--- config.mk ---
export PLATFORM = sky130hd
export DESIGN_NAME = sfe_front_end
export DESIGN_NICKNAME = d
export VERILOG_FILES = /design/src/sfe_pkg.sv /design/src/sfe_front_end.sv
export SDC_FILE = /design/constraint.sdc
export NUM_CORES = 1
export LEC_CHECK = 0
export CORE_ASPECT_RATIO = 1.1
export CORE_UTILIZATION = 35
export CTS_CLUSTER_SIZE = 25
export DETAILED_ROUTE_END_ITERATION = 16
export DONT_BUFFER_PORTS = 1
export GPL_TIMING_DRIVEN = 0
export PLACE_DENSITY_LB_ADDON = 0.12
export SYNTH_ARGS = -nofsm -noshare
export SYNTH_HDL_FRONTEND = slang
export SYNTH_SLANG_ARGS = --single-unit
--- constraint.sdc ---
create_clock -name I_MCLK -period 4.4 [get_ports I_MCLK]
set_input_delay 0.88 -clock I_MCLK [delete_from_list [all_inputs] [get_ports I_MCLK]]
set_output_delay 0.88 -clock I_MCLK [all_outputs]
set_load 0.005 [all_outputs]
--- src/sfe_pkg.sv ---
package sfe_pkg;
  // Instruction codes that switch the instruction width
  localparam logic [7:0] CMD_ENTER_FOUR = 8'h35;
  localparam logic [7:0] CMD_EXIT_FOUR = 8'hf5;
  // Bits in one transferred byte
  localparam logic [3:0] BYTE_BITS = 4'h8;
  // Line width codes of a transfer phase
  localparam logic [1:0] WIDTH_SINGLE = 2'h0;
  localparam logic [1:0] WIDTH_DUAL = 2'h1;
  localparam logic [1:0] WIDTH_QUAD = 2'h2;

  typedef enum logic [1:0] {
    ST_STANDBY = 2'b00,
    ST_INSTR = 2'b01,
    ST_DATA = 2'b10
  } sfe_state_type;

  typedef struct packed {
    sfe_state_type state;
    logic [2:0] sclk_sync;
    logic [1:0] cs_sync;
    logic [3:0] dl_s1;
    logic [3:0] dl_s2;
    logic armed;
    logic four_line;
    logic [7:0] rx_shift;
    logic [3:0] rx_cnt;
    logic [7:0] tx_shift;
    logic [3:0] tx_cnt;
    logic [3:0] dl_o;
    logic [3:0] dl_oe;
    logic [7:0] rx_byte;
    logic instr_valid;
    logic rx_valid;
    logic tx_take;
  } sfe_regs_type;

  // Values after reset: standby, single-line mode, all lines released
  // Select sync starts low so a select held through reset is not taken as a fresh edge
  localparam sfe_regs_type REGS_RESET = '{
    state: ST_STANDBY, sclk_sync: 3'h0, cs_sync: 2'h0, dl_s1: 4'hf, dl_s2: 4'hf,
    armed: 1'b0, four_line: 1'b0, rx_shift: 8'h00, rx_cnt: 4'h0, tx_shift: 8'h00,
    tx_cnt: 4'h0, dl_o: 4'h0, dl_oe: 4'h0, rx_byte: 8'h00, instr_valid: 1'b0,
    rx_valid: 1'b0, tx_take: 1'b0};
endpackage : sfe_pkg

--- src/sfe_front_end.sv ---
//
// Contract
// (RULE_01) Chip select high: deselected, every output line released.
// (RULE_02) Deselected: sit in low-power standby until selected again.
// (RULE_03) Chip select low selects, leaves standby, accepts instructions and data.
// (RULE_04) After power-up a high-to-low select edge must precede any instruction.
// (RULE_05) Line data is ignored while chip select is high.
// (RULE_06) Single-line input sampled on each rising serial clock edge.
// (RULE_07) Single-line read data driven on output line at falling edges.
// (RULE_08) Dual and quad: lines bidirectional, capture on rise, drive on fall.
// (RULE_09) Quad transfers use write-protect and pause pins as lines 2 and 3.
// (RULE_10) Only clock modes (0,0) and (1,1) are supported.
// (RULE_11) 35h enters four-line instruction mode, F5h exits, reset returns single.
// (RULE_12) Quad enable set: write-protect function unavailable.
// (RULE_13) Pause low while selected: tri-state output, freeze, resume on high. Code ignores pause while quad enable or four-line mode is set.
// (RULE_14) Chip select high discards a partial instruction and shift state.
// (RULE_15) Data lines released between transfers and during host-driven phases.
module sfe_front_end (
  input wire logic I_MCLK,
  input wire logic I_RSTN,
  input wire logic I_SCLK,
  input wire logic I_CS_N,
  input wire logic [3:0] I_DATA_LINE_I,
  output logic [3:0] O_DATA_LINE_O,
  output logic [3:0] O_DATA_LINE_OE,
  input wire logic I_QUAD_IO_ENABLE,
  input wire logic [1:0] I_BUS_WIDTH,
  input wire logic I_TX_ACTIVE,
  input wire logic [7:0] I_TX_BYTE,
  output logic O_TX_TAKE,
  output logic [7:0] O_RX_BYTE,
  output logic O_INSTR_VALID,
  output logic O_RX_VALID,
  output logic O_STANDBY,
  output logic O_PAUSED,
  output logic O_FOUR_LINE_INSTRUCTION_MODE,
  output logic O_WRITE_PROTECT_N
);

  sfe_pkg::sfe_regs_type r_q;
  sfe_pkg::sfe_regs_type r_d;
  logic sclk_rise;
  logic sclk_fall;
  logic cs_high;
  logic paused;
  logic [1:0] width;
  logic [7:0] rx_next;
  logic [7:0] tx_src;
  logic [3:0] rx_cnt_next;

  // Bits moved per serial clock edge for a width code
  function automatic logic [3:0] step(input logic [1:0] w);
    if (w == sfe_pkg::WIDTH_QUAD) begin
      step = 4'h4;
    end else if (w == sfe_pkg::WIDTH_DUAL) begin
      step = 4'h2;
    end else begin
      step = 4'h1;
    end
  endfunction : step

  // Shifts sampled line bits in, line 0 is the least significant
  function automatic logic [7:0] shift_in(input logic [7:0] v, input logic [3:0] l, input logic [1:0] w);
    if (w == sfe_pkg::WIDTH_QUAD) begin
      shift_in = {v[3:0], l};
    end else if (w == sfe_pkg::WIDTH_DUAL) begin
      shift_in = {v[5:0], l[1:0]};
    end else begin
      shift_in = {v[6:0], l[0]};
    end
  endfunction : shift_in

  // Top bits of a byte placed on the lines; single width uses line 1
  function automatic logic [3:0] out_bits(input logic [7:0] v, input logic [1:0] w);
    if (w == sfe_pkg::WIDTH_QUAD) begin
      out_bits = v[7:4];
    end else if (w == sfe_pkg::WIDTH_DUAL) begin
      out_bits = {2'h0, v[7:6]};
    end else begin
      out_bits = {2'h0, v[7], 1'b0};
    end
  endfunction : out_bits

  // Lines driven for a width code
  function automatic logic [3:0] oe_mask(input logic [1:0] w);
    if (w == sfe_pkg::WIDTH_QUAD) begin
      oe_mask = 4'hf;
    end else if (w == sfe_pkg::WIDTH_DUAL) begin
      oe_mask = 4'h3;
    end else begin
      oe_mask = 4'h2;
    end
  endfunction : oe_mask

  // Edge detection on the synchronised serial clock; select used as a synchronised level
  assign sclk_rise = r_q.sclk_sync[1] & ~r_q.sclk_sync[2]; // see (RULE_06) see (RULE_10)
  assign sclk_fall = ~r_q.sclk_sync[1] & r_q.sclk_sync[2]; // see (RULE_07) see (RULE_10)
  assign cs_high = r_q.cs_sync[1];
  // Pause pin only acts while line 3 is not a data line
  assign paused = ~cs_high & ~r_q.four_line & ~I_QUAD_IO_ENABLE & ~r_q.dl_s2[3]; // see (RULE_13)

  // Width of the current phase; quad needs quad enable or four-line mode
  always_comb begin
    if (r_q.four_line) begin
      width = sfe_pkg::WIDTH_QUAD; // see (RULE_09)
    end else if (r_q.state != sfe_pkg::ST_DATA) begin
      width = sfe_pkg::WIDTH_SINGLE;
    end else if (I_BUS_WIDTH == sfe_pkg::WIDTH_QUAD && !I_QUAD_IO_ENABLE) begin
      width = sfe_pkg::WIDTH_SINGLE;
    end else if (I_BUS_WIDTH == sfe_pkg::WIDTH_QUAD || I_BUS_WIDTH == sfe_pkg::WIDTH_DUAL) begin
      width = I_BUS_WIDTH; // see (RULE_08)
    end else begin
      width = sfe_pkg::WIDTH_SINGLE;
    end
  end

  assign rx_next = shift_in(r_q.rx_shift, r_q.dl_s2, width);
  assign rx_cnt_next = r_q.rx_cnt + step(width);
  assign tx_src = (r_q.tx_cnt == 4'h0) ? I_TX_BYTE : r_q.tx_shift;

  // Next state of the whole front end
  always_comb begin
    r_d = r_q;
    r_d.instr_valid = 1'b0;
    r_d.rx_valid = 1'b0;
    r_d.tx_take = 1'b0;
    r_d.sclk_sync = {r_q.sclk_sync[1:0], I_SCLK};
    r_d.cs_sync = {r_q.cs_sync[0], I_CS_N};
    r_d.dl_s1 = I_DATA_LINE_I;
    r_d.dl_s2 = r_q.dl_s1;
    if (cs_high) begin
      // Deselect: standby, drop partial bytes, release lines
      r_d.state = sfe_pkg::ST_STANDBY; // see (RULE_01) see (RULE_02) see (RULE_05)
      r_d.armed = 1'b1; // see (RULE_04)
      r_d.rx_shift = 8'h00; // see (RULE_14)
      r_d.rx_cnt = 4'h0;
      r_d.tx_cnt = 4'h0;
      r_d.dl_oe = 4'h0; // see (RULE_15)
    end else begin
      case (r_q.state)
        sfe_pkg::ST_STANDBY: begin
          if (r_q.armed) begin
            r_d.state = sfe_pkg::ST_INSTR; // see (RULE_03) see (RULE_04)
          end
        end
        sfe_pkg::ST_INSTR, sfe_pkg::ST_DATA: begin
          if (paused) begin
            r_d.dl_oe = 4'h0; // see (RULE_13)
          end else if (r_q.state == sfe_pkg::ST_DATA && I_TX_ACTIVE) begin
            // Read phase: drive on falling edges
            if (sclk_fall) begin
              r_d.tx_take = (r_q.tx_cnt == 4'h0);
              r_d.dl_o = out_bits(tx_src, width); // see (RULE_07) see (RULE_08)
              r_d.dl_oe = oe_mask(width); // see (RULE_09)
              r_d.tx_shift = tx_src << step(width);
              r_d.tx_cnt = (r_q.tx_cnt + step(width) == sfe_pkg::BYTE_BITS) ? 4'h0 : r_q.tx_cnt + step(width);
            end
          end else begin
            // Host-driven phase: lines released, capture on rising edges
            r_d.dl_oe = 4'h0; // see (RULE_15)
            r_d.tx_cnt = 4'h0;
            if (sclk_rise) begin
              r_d.rx_shift = rx_next; // see (RULE_06) see (RULE_08)
              r_d.rx_cnt = rx_cnt_next;
              if (rx_cnt_next == sfe_pkg::BYTE_BITS) begin
                r_d.rx_cnt = 4'h0;
                r_d.rx_byte = rx_next;
                if (r_q.state == sfe_pkg::ST_INSTR) begin
                  r_d.instr_valid = 1'b1; // see (RULE_03)
                  r_d.state = sfe_pkg::ST_DATA;
                  if (rx_next == sfe_pkg::CMD_ENTER_FOUR) begin
                    r_d.four_line = 1'b1; // see (RULE_11)
                  end else if (rx_next == sfe_pkg::CMD_EXIT_FOUR) begin
                    r_d.four_line = 1'b0; // see (RULE_11)
                  end
                end else begin
                  r_d.rx_valid = 1'b1;
                end
              end
            end
          end
        end
        default: begin
          r_d.state = sfe_pkg::ST_STANDBY;
        end
      endcase
    end
  end

  // State register; reset returns single-line mode
  always_ff @(posedge I_MCLK or negedge I_RSTN) begin
    if (!I_RSTN) begin
      r_q <= sfe_pkg::REGS_RESET; // see (RULE_11)
    end else begin
      r_q <= r_d;
    end
  end

  // Outputs
  assign O_DATA_LINE_O = r_q.dl_o;
  assign O_DATA_LINE_OE = r_q.dl_oe;
  assign O_TX_TAKE = r_q.tx_take;
  assign O_RX_BYTE = r_q.rx_byte;
  assign O_INSTR_VALID = r_q.instr_valid;
  assign O_RX_VALID = r_q.rx_valid;
  assign O_STANDBY = (r_q.state == sfe_pkg::ST_STANDBY);
  assign O_PAUSED = paused;
  assign O_FOUR_LINE_INSTRUCTION_MODE = r_q.four_line;
  // Write-protect level only when line 2 is not a data line
  assign O_WRITE_PROTECT_N = (I_QUAD_IO_ENABLE | r_q.four_line) ? 1'b1 : r_q.dl_s2[2]; // see (RULE_12)
endmodule : sfe_front_end

==> impl_metrics.csv, run 1 <==
group,metric,value,unit
timing,hold_viol,0,
grt,grt_max_degree,59,
timing,worst_pin_slew,1.01,ns
clock_network,clk_latency,0.34,ns
power_and_ir_drop,p_clk_share,43.1,%
critical_path,crit_end,"O_RX_BYTE[1]",
critical_path,crit_required,4.63,ns
timing,slew-limit-headroom,32.1,%
logic_synthesis,ys_seq_area_share,48.0,%
final_layout,n_antenna_cell,0,
placement,dp_cells,394,
clock_network,htreeDepth,3,
clock_network,cts_buffers,9,
power_and_ir_drop,switchingPower,0.000267,W
placement,pre_cts_slack,0.891,ns
grt,antenna_found_initial,0,
job,drv_cap,0,
timing,finalClockSkew,0.00497,ns
placement,gp_congestion,0.799,
die,dieArea,0.00907,sq mm
hold_path,hold_class,"input port to asynchronous set/reset pin",
power_and_ir_drop,internal_power,0.000781,W
critical_path,r2r-end,"O_RX_BYTE[1]",
final_layout,fin_nets,329,
logic_synthesis,synth.avg_cell_area,10.8,sq um
critical_path,crit_path_start,"r_q[58]",
drt,post_drt_wl_per_cell,15.9,um
drt,postRouteAntennaNets,0,
grt,grt_pass1_wl,10700,um
power_and_ir_drop,p_comb_share,4.5,%
timing,setup_viol,0,
final_layout,fin_cells,410,
grt,grt_remaining_overflow,0,
die,core,0.00841,sq mm
critical_path,arrival,3.64,ns
die,io_pins,43,
logic_synthesis,synth_area,0.00304,sq mm
critical_path,cp-end-kind,"register",
timing,tns,0,ns
die,die-height,99.8,um
logic_synthesis,syn_inst,283,
clock_network,clk_pin_slew_worst_paths,0.07,ns
power_and_ir_drop,p_total,0.00105,W
logic_synthesis,ys_warn_count,0,
critical_path,cp_max_fo,8,
logic_synthesis,synthMostInstantiatedCell,"dfrtp_1",
timing,rsz0062_at_grt,"false",
timing,period_share,77.5,%
logic_synthesis,synth_edf_count,0,
clock_network,cts_tree,"yes",
final_layout,fin_util,40.0,%
power_and_ir_drop,p_seq_share,52.4,%
logic_synthesis,synth_commonest_cells,"50 x dfrtp_1, 29 x nand2_1, 25 x mux2i_1",
critical_path,cp-start-kind,"register",
run_status,status,"completed",
final_layout,drive_gt1_share,20.1,%
drt,dr.first_iter.drc_count,97,
logic_synthesis,ys_ff_latch,58,
timing,period_needed,3.41,ns
clock_network,numClockSinks,58,
logic_synthesis,async_flop_share,100,%
power_and_ir_drop,power_leakage,1.61,nW
die,rows,35,
critical_path,worstRegToRegCells,12,
drt,drt_wl_total,6520,um
critical_path,reg2reg_slack,0.99,ns
logic_synthesis,synth_area_leaders,"dfrtp_1 41%, mux2i_1 8.2%, dfstp_2 6.9%",
final_layout,area_growth,10.5,%
placement,hpwl,4710,um
grt,grt_pass1_vias,2057,
clock_network,post_cts_resized,0,
grt,track_usage,15.5,%
clock_network,post_cts_buffers,0,
clock_network,cts-root-buf,"clkbuf_8",
logic_synthesis,synth_nets,318,
power_and_ir_drop,p_sw_share,25.5,%
clock_network,ctsHoldBuffers,0,
drt,drc,0,
critical_path,regToRegStartpoint,"r_q[58]",
drt,num_vias,2092,
logic_synthesis,ys.flop_type,"dfrtp_1",
timing,postLayoutSetupSlackWorst,0.990,ns
drt,drt-pass1-iter-count,4,
critical_path,worst-setup-path-type,"register to register",
power_and_ir_drop,peakVddDrop,0.193,mV
die,die_x,90.9,um
timing,timing.fmax,293,MHz
logic_synthesis,synth.top_cell.area_share,41.1,%
timing,slew_viol_final,0,
drt,viasPerCell,5.10,
power_and_ir_drop,power_density,312,mW/mm^2
logic_synthesis,yosys.area.top_type,"dfrtp_1",
placement,portBuffers,0,
clock_network,clock_path_buffers,2,
logic_synthesis,ys_types,47,
die,initial_core_util,36.2,%
## cell usage in the layout (no fill, tap or decap), types with 8 or more instances in the layout
| cell type | count |
|---|---|
| clkbuf_8 | 10 |
| clkbuf_1 | 8 |
| a22o_1 | 11 |
| nor2_1 | 16 |
| nand2_1 | 29 |
| o21ai_0 | 12 |
| ha_1 | 13 |
| dfstp_2 | 8 |
| dfrtp_1 | 50 |
| mux2i_1 | 25 |
| buf_4 | 16 |
| mux2_2 | 10 |
| inv_1 | 10 |
| a21oi_1 | 8 |
## sequential cells by signal, summed over array words and instances, names as in the netlist
name                          flops
O_TX_TAKE                         1
cs_high                           1
r_d                               7
O_RX_VALID                        1
O_FOUR_LINE_INSTRUCTION_MODE      1
O_DATA_LINE_O                     4
O_RX_BYTE                         8
O_INSTR_VALID                     1
r_q                              31
O_DATA_LINE_OE                    3
## power by group through the flow
| stage | combinational, W | clock (W) | sequential (W) |
|---|---|---|---|
| after floorplan | 0.0000359 | 0 | 0.000557 |
| after global placement | 0.0000471 | 0 | 0.000559 |
| after detailed placement | 0.0000468 | 0 | 0.000559 |
| after CTS | 0.0000471 | 0.000468 | 0.000549 |
| after global routing | 0.0000520 | 0.000491 | 0.000550 |
| final | 0.0000468 | 0.000452 | 0.000549 |
## per-stage QoR
stage	cell area, sq um	hold slack [ns]
after detailed placement	3180	0.342
after floorplan	3040	0.331
after global routing	3360	0.207
after global placement	3180	0.334
after CTS	3360	0.210
final	3360	0.233
## layout make-up
cell class              instances  area [sq um]
multi-input cells             186          1370
clock inverters                 6          42.5
plain buffers                  29           173
flip-flops and latches         58          1460
clock buffers                  10           138
fillers                       860          5050
well taps                     111           139
inverters                      10          37.5
## critical path: stages (launching register included)
cell	delay (ns)
dfrtp_1	0.40
inv_1	0.10
ha_1	0.28
a41o_1	0.28
inv_1	0.06
ha_1	0.28
ha_1	0.28
a21o_1	0.15
a21oi_1	0.25
xnor2_1	0.26
nand3_1	0.26
nor2_4	0.31
mux2_2	0.37
## routing by layer
metal	up-vias	routed length, um	track usage [%]
li1	1008	-	-
met2	50	3030	24.1
met5	-	0	0
met3	12	303	3.86
met4	0	140	8.91
met1	1022	3040	19.9
## kinds of logic after synthesis
family | synth area share, %
simple gates | 13.1
flops | 48.0
mux | 12.4
buf+inv | 6.91
compound gates | 12.0
xor+xnor | 0.864
fa+ha+maj | 6.66
## how the worst min path moves through the flow
stage	to	depth (start not counted)	slack, ns
after floorplan	cs_high	0	0.33
after global placement	cs_high	0	0.33
after detailed placement	r_d[57]	0	0.34
after CTS	O_DATA_LINE_O[0]	0	0.21
after global routing	O_DATA_LINE_O[0]	0	0.21
final	O_DATA_LINE_O[0]	0	0.23
Note: power is estimated with default switching activity, not from simulation.
==> run 2: changes to the inputs <==
clock period = 2.8 ns   (was 4.4 ns; I/O delays follow)
==> impl_metrics.csv, run 2 (synthesis gave the netlist of run 1 again) <==
group,metric,value,unit
run_status,status,"completed",
final_layout,n_antenna_cell,0,
final_layout,drive_gt1_share,29.2,%
power_and_ir_drop,power_density,505,mW/mm^2
critical_path,reg2reg_slack,0.01,ns
final_layout,area_growth,20.6,%
clock_network,htreeDepth,3,
timing,hold_viol,0,
die,rows,35,
timing,hold_ws,0.0604,ns
drt,num_vias,2140,
final_layout,top_register,"r_q",
critical_path,r2r-end,"O_RX_BYTE[6]",
timing,timing.fmax,359,MHz
critical_path,worstRegToRegCells,9,
timing,worst_pin_slew,1.06,ns
timing,finalClockSkew,0.00738,ns
drt,drt-pass1-iter-count,4,
placement,gp_congestion,0.794,
drt,viasPerCell,5.06,
critical_path,worst-setup-path-type,"register to register",
final_layout,fin_nets,342,
placement,pre_cts_slack,-0.349,ns
die,core,0.00841,sq mm
grt,grt_pass1_vias,2219,
critical_path,slowest_delay,0.48,ns
drt,drt_wl_total,6900,um
clock_network,clk_pin_slew_worst_paths,0.08,ns
final_layout,final_area,0.00367,sq mm
clock_network,clk_latency,0.34,ns
hold_path,hold_class,"input port to asynchronous set/reset pin",
die,dieArea,0.00907,sq mm
timing,postLayoutSetupSlackWorst,0.0114,ns
critical_path,cp-end-kind,"register",
critical_path,crit_required,3.03,ns
critical_path,crit_top_cell,"ha_4",
timing,slew_viol_final,0,
clock_network,numClockSinks,58,
power_and_ir_drop,peakVddDrop,0.317,mV
critical_path,arrival,3.01,ns
clock_network,cts-root-buf,"clkbuf_8",
job,drv_cap,0,
grt,grt_pass1_wl,11500,um
timing,tns,0,ns
placement,hpwl,4750,um
grt,grt_remaining_overflow,0,
timing,period_needed,2.79,ns
critical_path,cp-start-kind,"register",
timing,period_share,99.6,%
timing,slew-limit-headroom,28.9,%
critical_path,crit_slowest_cell,"fa_2",
drt,postRouteAntennaNets,0,
critical_path,regToRegStartpoint,"r_q[59]",
die,die-height,99.8,um
final_layout,mostFrequentLayoutCells,"50 x dfrtp_1, 28 x nand2_1, 28 x buf_4",
drt,post_drt_wl_per_cell,16.3,um
critical_path,cp_max_fo,8,
grt,track_usage,16.6,%
final_layout,largest_reg_flops,31,
power_and_ir_drop,power_leakage,1.72,nW
drt,dr.first_iter.drc_count,76,
critical_path,crit_chain,"ha_4, a41o_4, ha_4, ha_4, fa_2, nor2_4, nand3_2, nor2_4, mux2_2",
clock_network,clock_path_buffers,2,
die,io_pins,43,
final_layout,layout_commonest_cell,"dfrtp_1",
timing,setup_viol,0,
timing,rsz0062_at_grt,"true",
drt,drc,0,
grt,grt_max_degree,51,
placement,portBuffers,0,
grt,antenna_found_initial,0,
clock_network,cts_tree,"yes",
clock_network,cts_buffers,9,
final_layout,fillerInstances,839,
die,die_x,90.9,um
placement,placed_cell_area,0.00323,sq mm
die,initial_core_util,36.2,%
run 2: cell count changes in the layout (fill, tap and decap cells not counted), moves of 2 or more:
cell / change
inv_2: +2
xnor2_4: +2
ha_1: -4
clkbuf_2: +2
bufinv_16: +2
buf_4: +12
inv_1: -2
xnor2_1: -2
ha_4: +4
clkinv_2: -2
inv_6: +2
run 2: stage by stage:
stage | util [%] | std cells | total power, W
after floorplan | - | 283 | 0.000935
after global placement | 38.4 | 394 | 0.000956
after detailed placement | 38.4 | 394 | 0.000956
after CTS | 42.6 | 417 | 0.00187
after global routing | 43.7 | 423 | 0.00193
final | 43.7 | 423 | 0.00185
run 2: how the worst max path moves through the flow:
stage	slack, ns	startpoint	cells after the start	to
2_1_floorplan	0.005	r_q[58]	11	O_RX_BYTE[0]
3_3_place_gp	-0.34	r_q[58]	11	O_RX_BYTE[0]
3_5_place_dp	-0.35	r_q[58]	11	O_RX_BYTE[0]
4_1_cts	0.0007	r_q[58]	12	O_RX_BYTE[0]
5_1_grt	-0.12	r_q[59]	11	O_FOUR_LINE_INSTRUCTION_MODE
6_report	0.01	r_q[59]	9	O_RX_BYTE[6]
run 2: critical path: cells and delay by family (launching register included):
kind,cells,cell delay (ns)
simple gates,3,0.53
flops,1,0.41
fa+ha+maj,4,1.10
mux,1,0.36
compound gates,1,0.28
run 2: where the power goes:
group          switching (W)  total, W  internal (W)
logic              0.0000667  0.000106     0.0000395
clock network       0.000376  0.000884      0.000508
registers         0.00000728  0.000862      0.000855
run 2: area by class of cell:
cell class	instances	area [sq um]	area share, %
flip-flops and latches	58	1460	39.8
clock buffers	9	124	3.37
multi-input cells	186	1520	41.3
inverters	10	37.5	1.02
plain buffers	29	175	4.77
clock inverters	7	101	2.76
repair buffers	13	118	3.20
well taps	111	139	3.78
run 2: what timing repair did:
action                                  CTS  global route
pin swaps                                10            10
setup buffers                             6             6
endpoints found under the setup margin   17            15
hold endpoints to repair                 50             0
hold buffers                              1             0
gates resized for setup                   7             9
run 2: routing by layer:
| metal | share of wire [%] | global-route usage (%) | vias to the layer above |
|---|---|---|---|
| met4 | 1.5 | 6.23 | 0 |
| met1 | 46 | 21.6 | 1059 |
| li1 | - | - | 1029 |
| met3 | 3.4 | 3.79 | 10 |
| met5 | 0 | 0 | - |
| met2 | 49 | 27.0 | 42 |
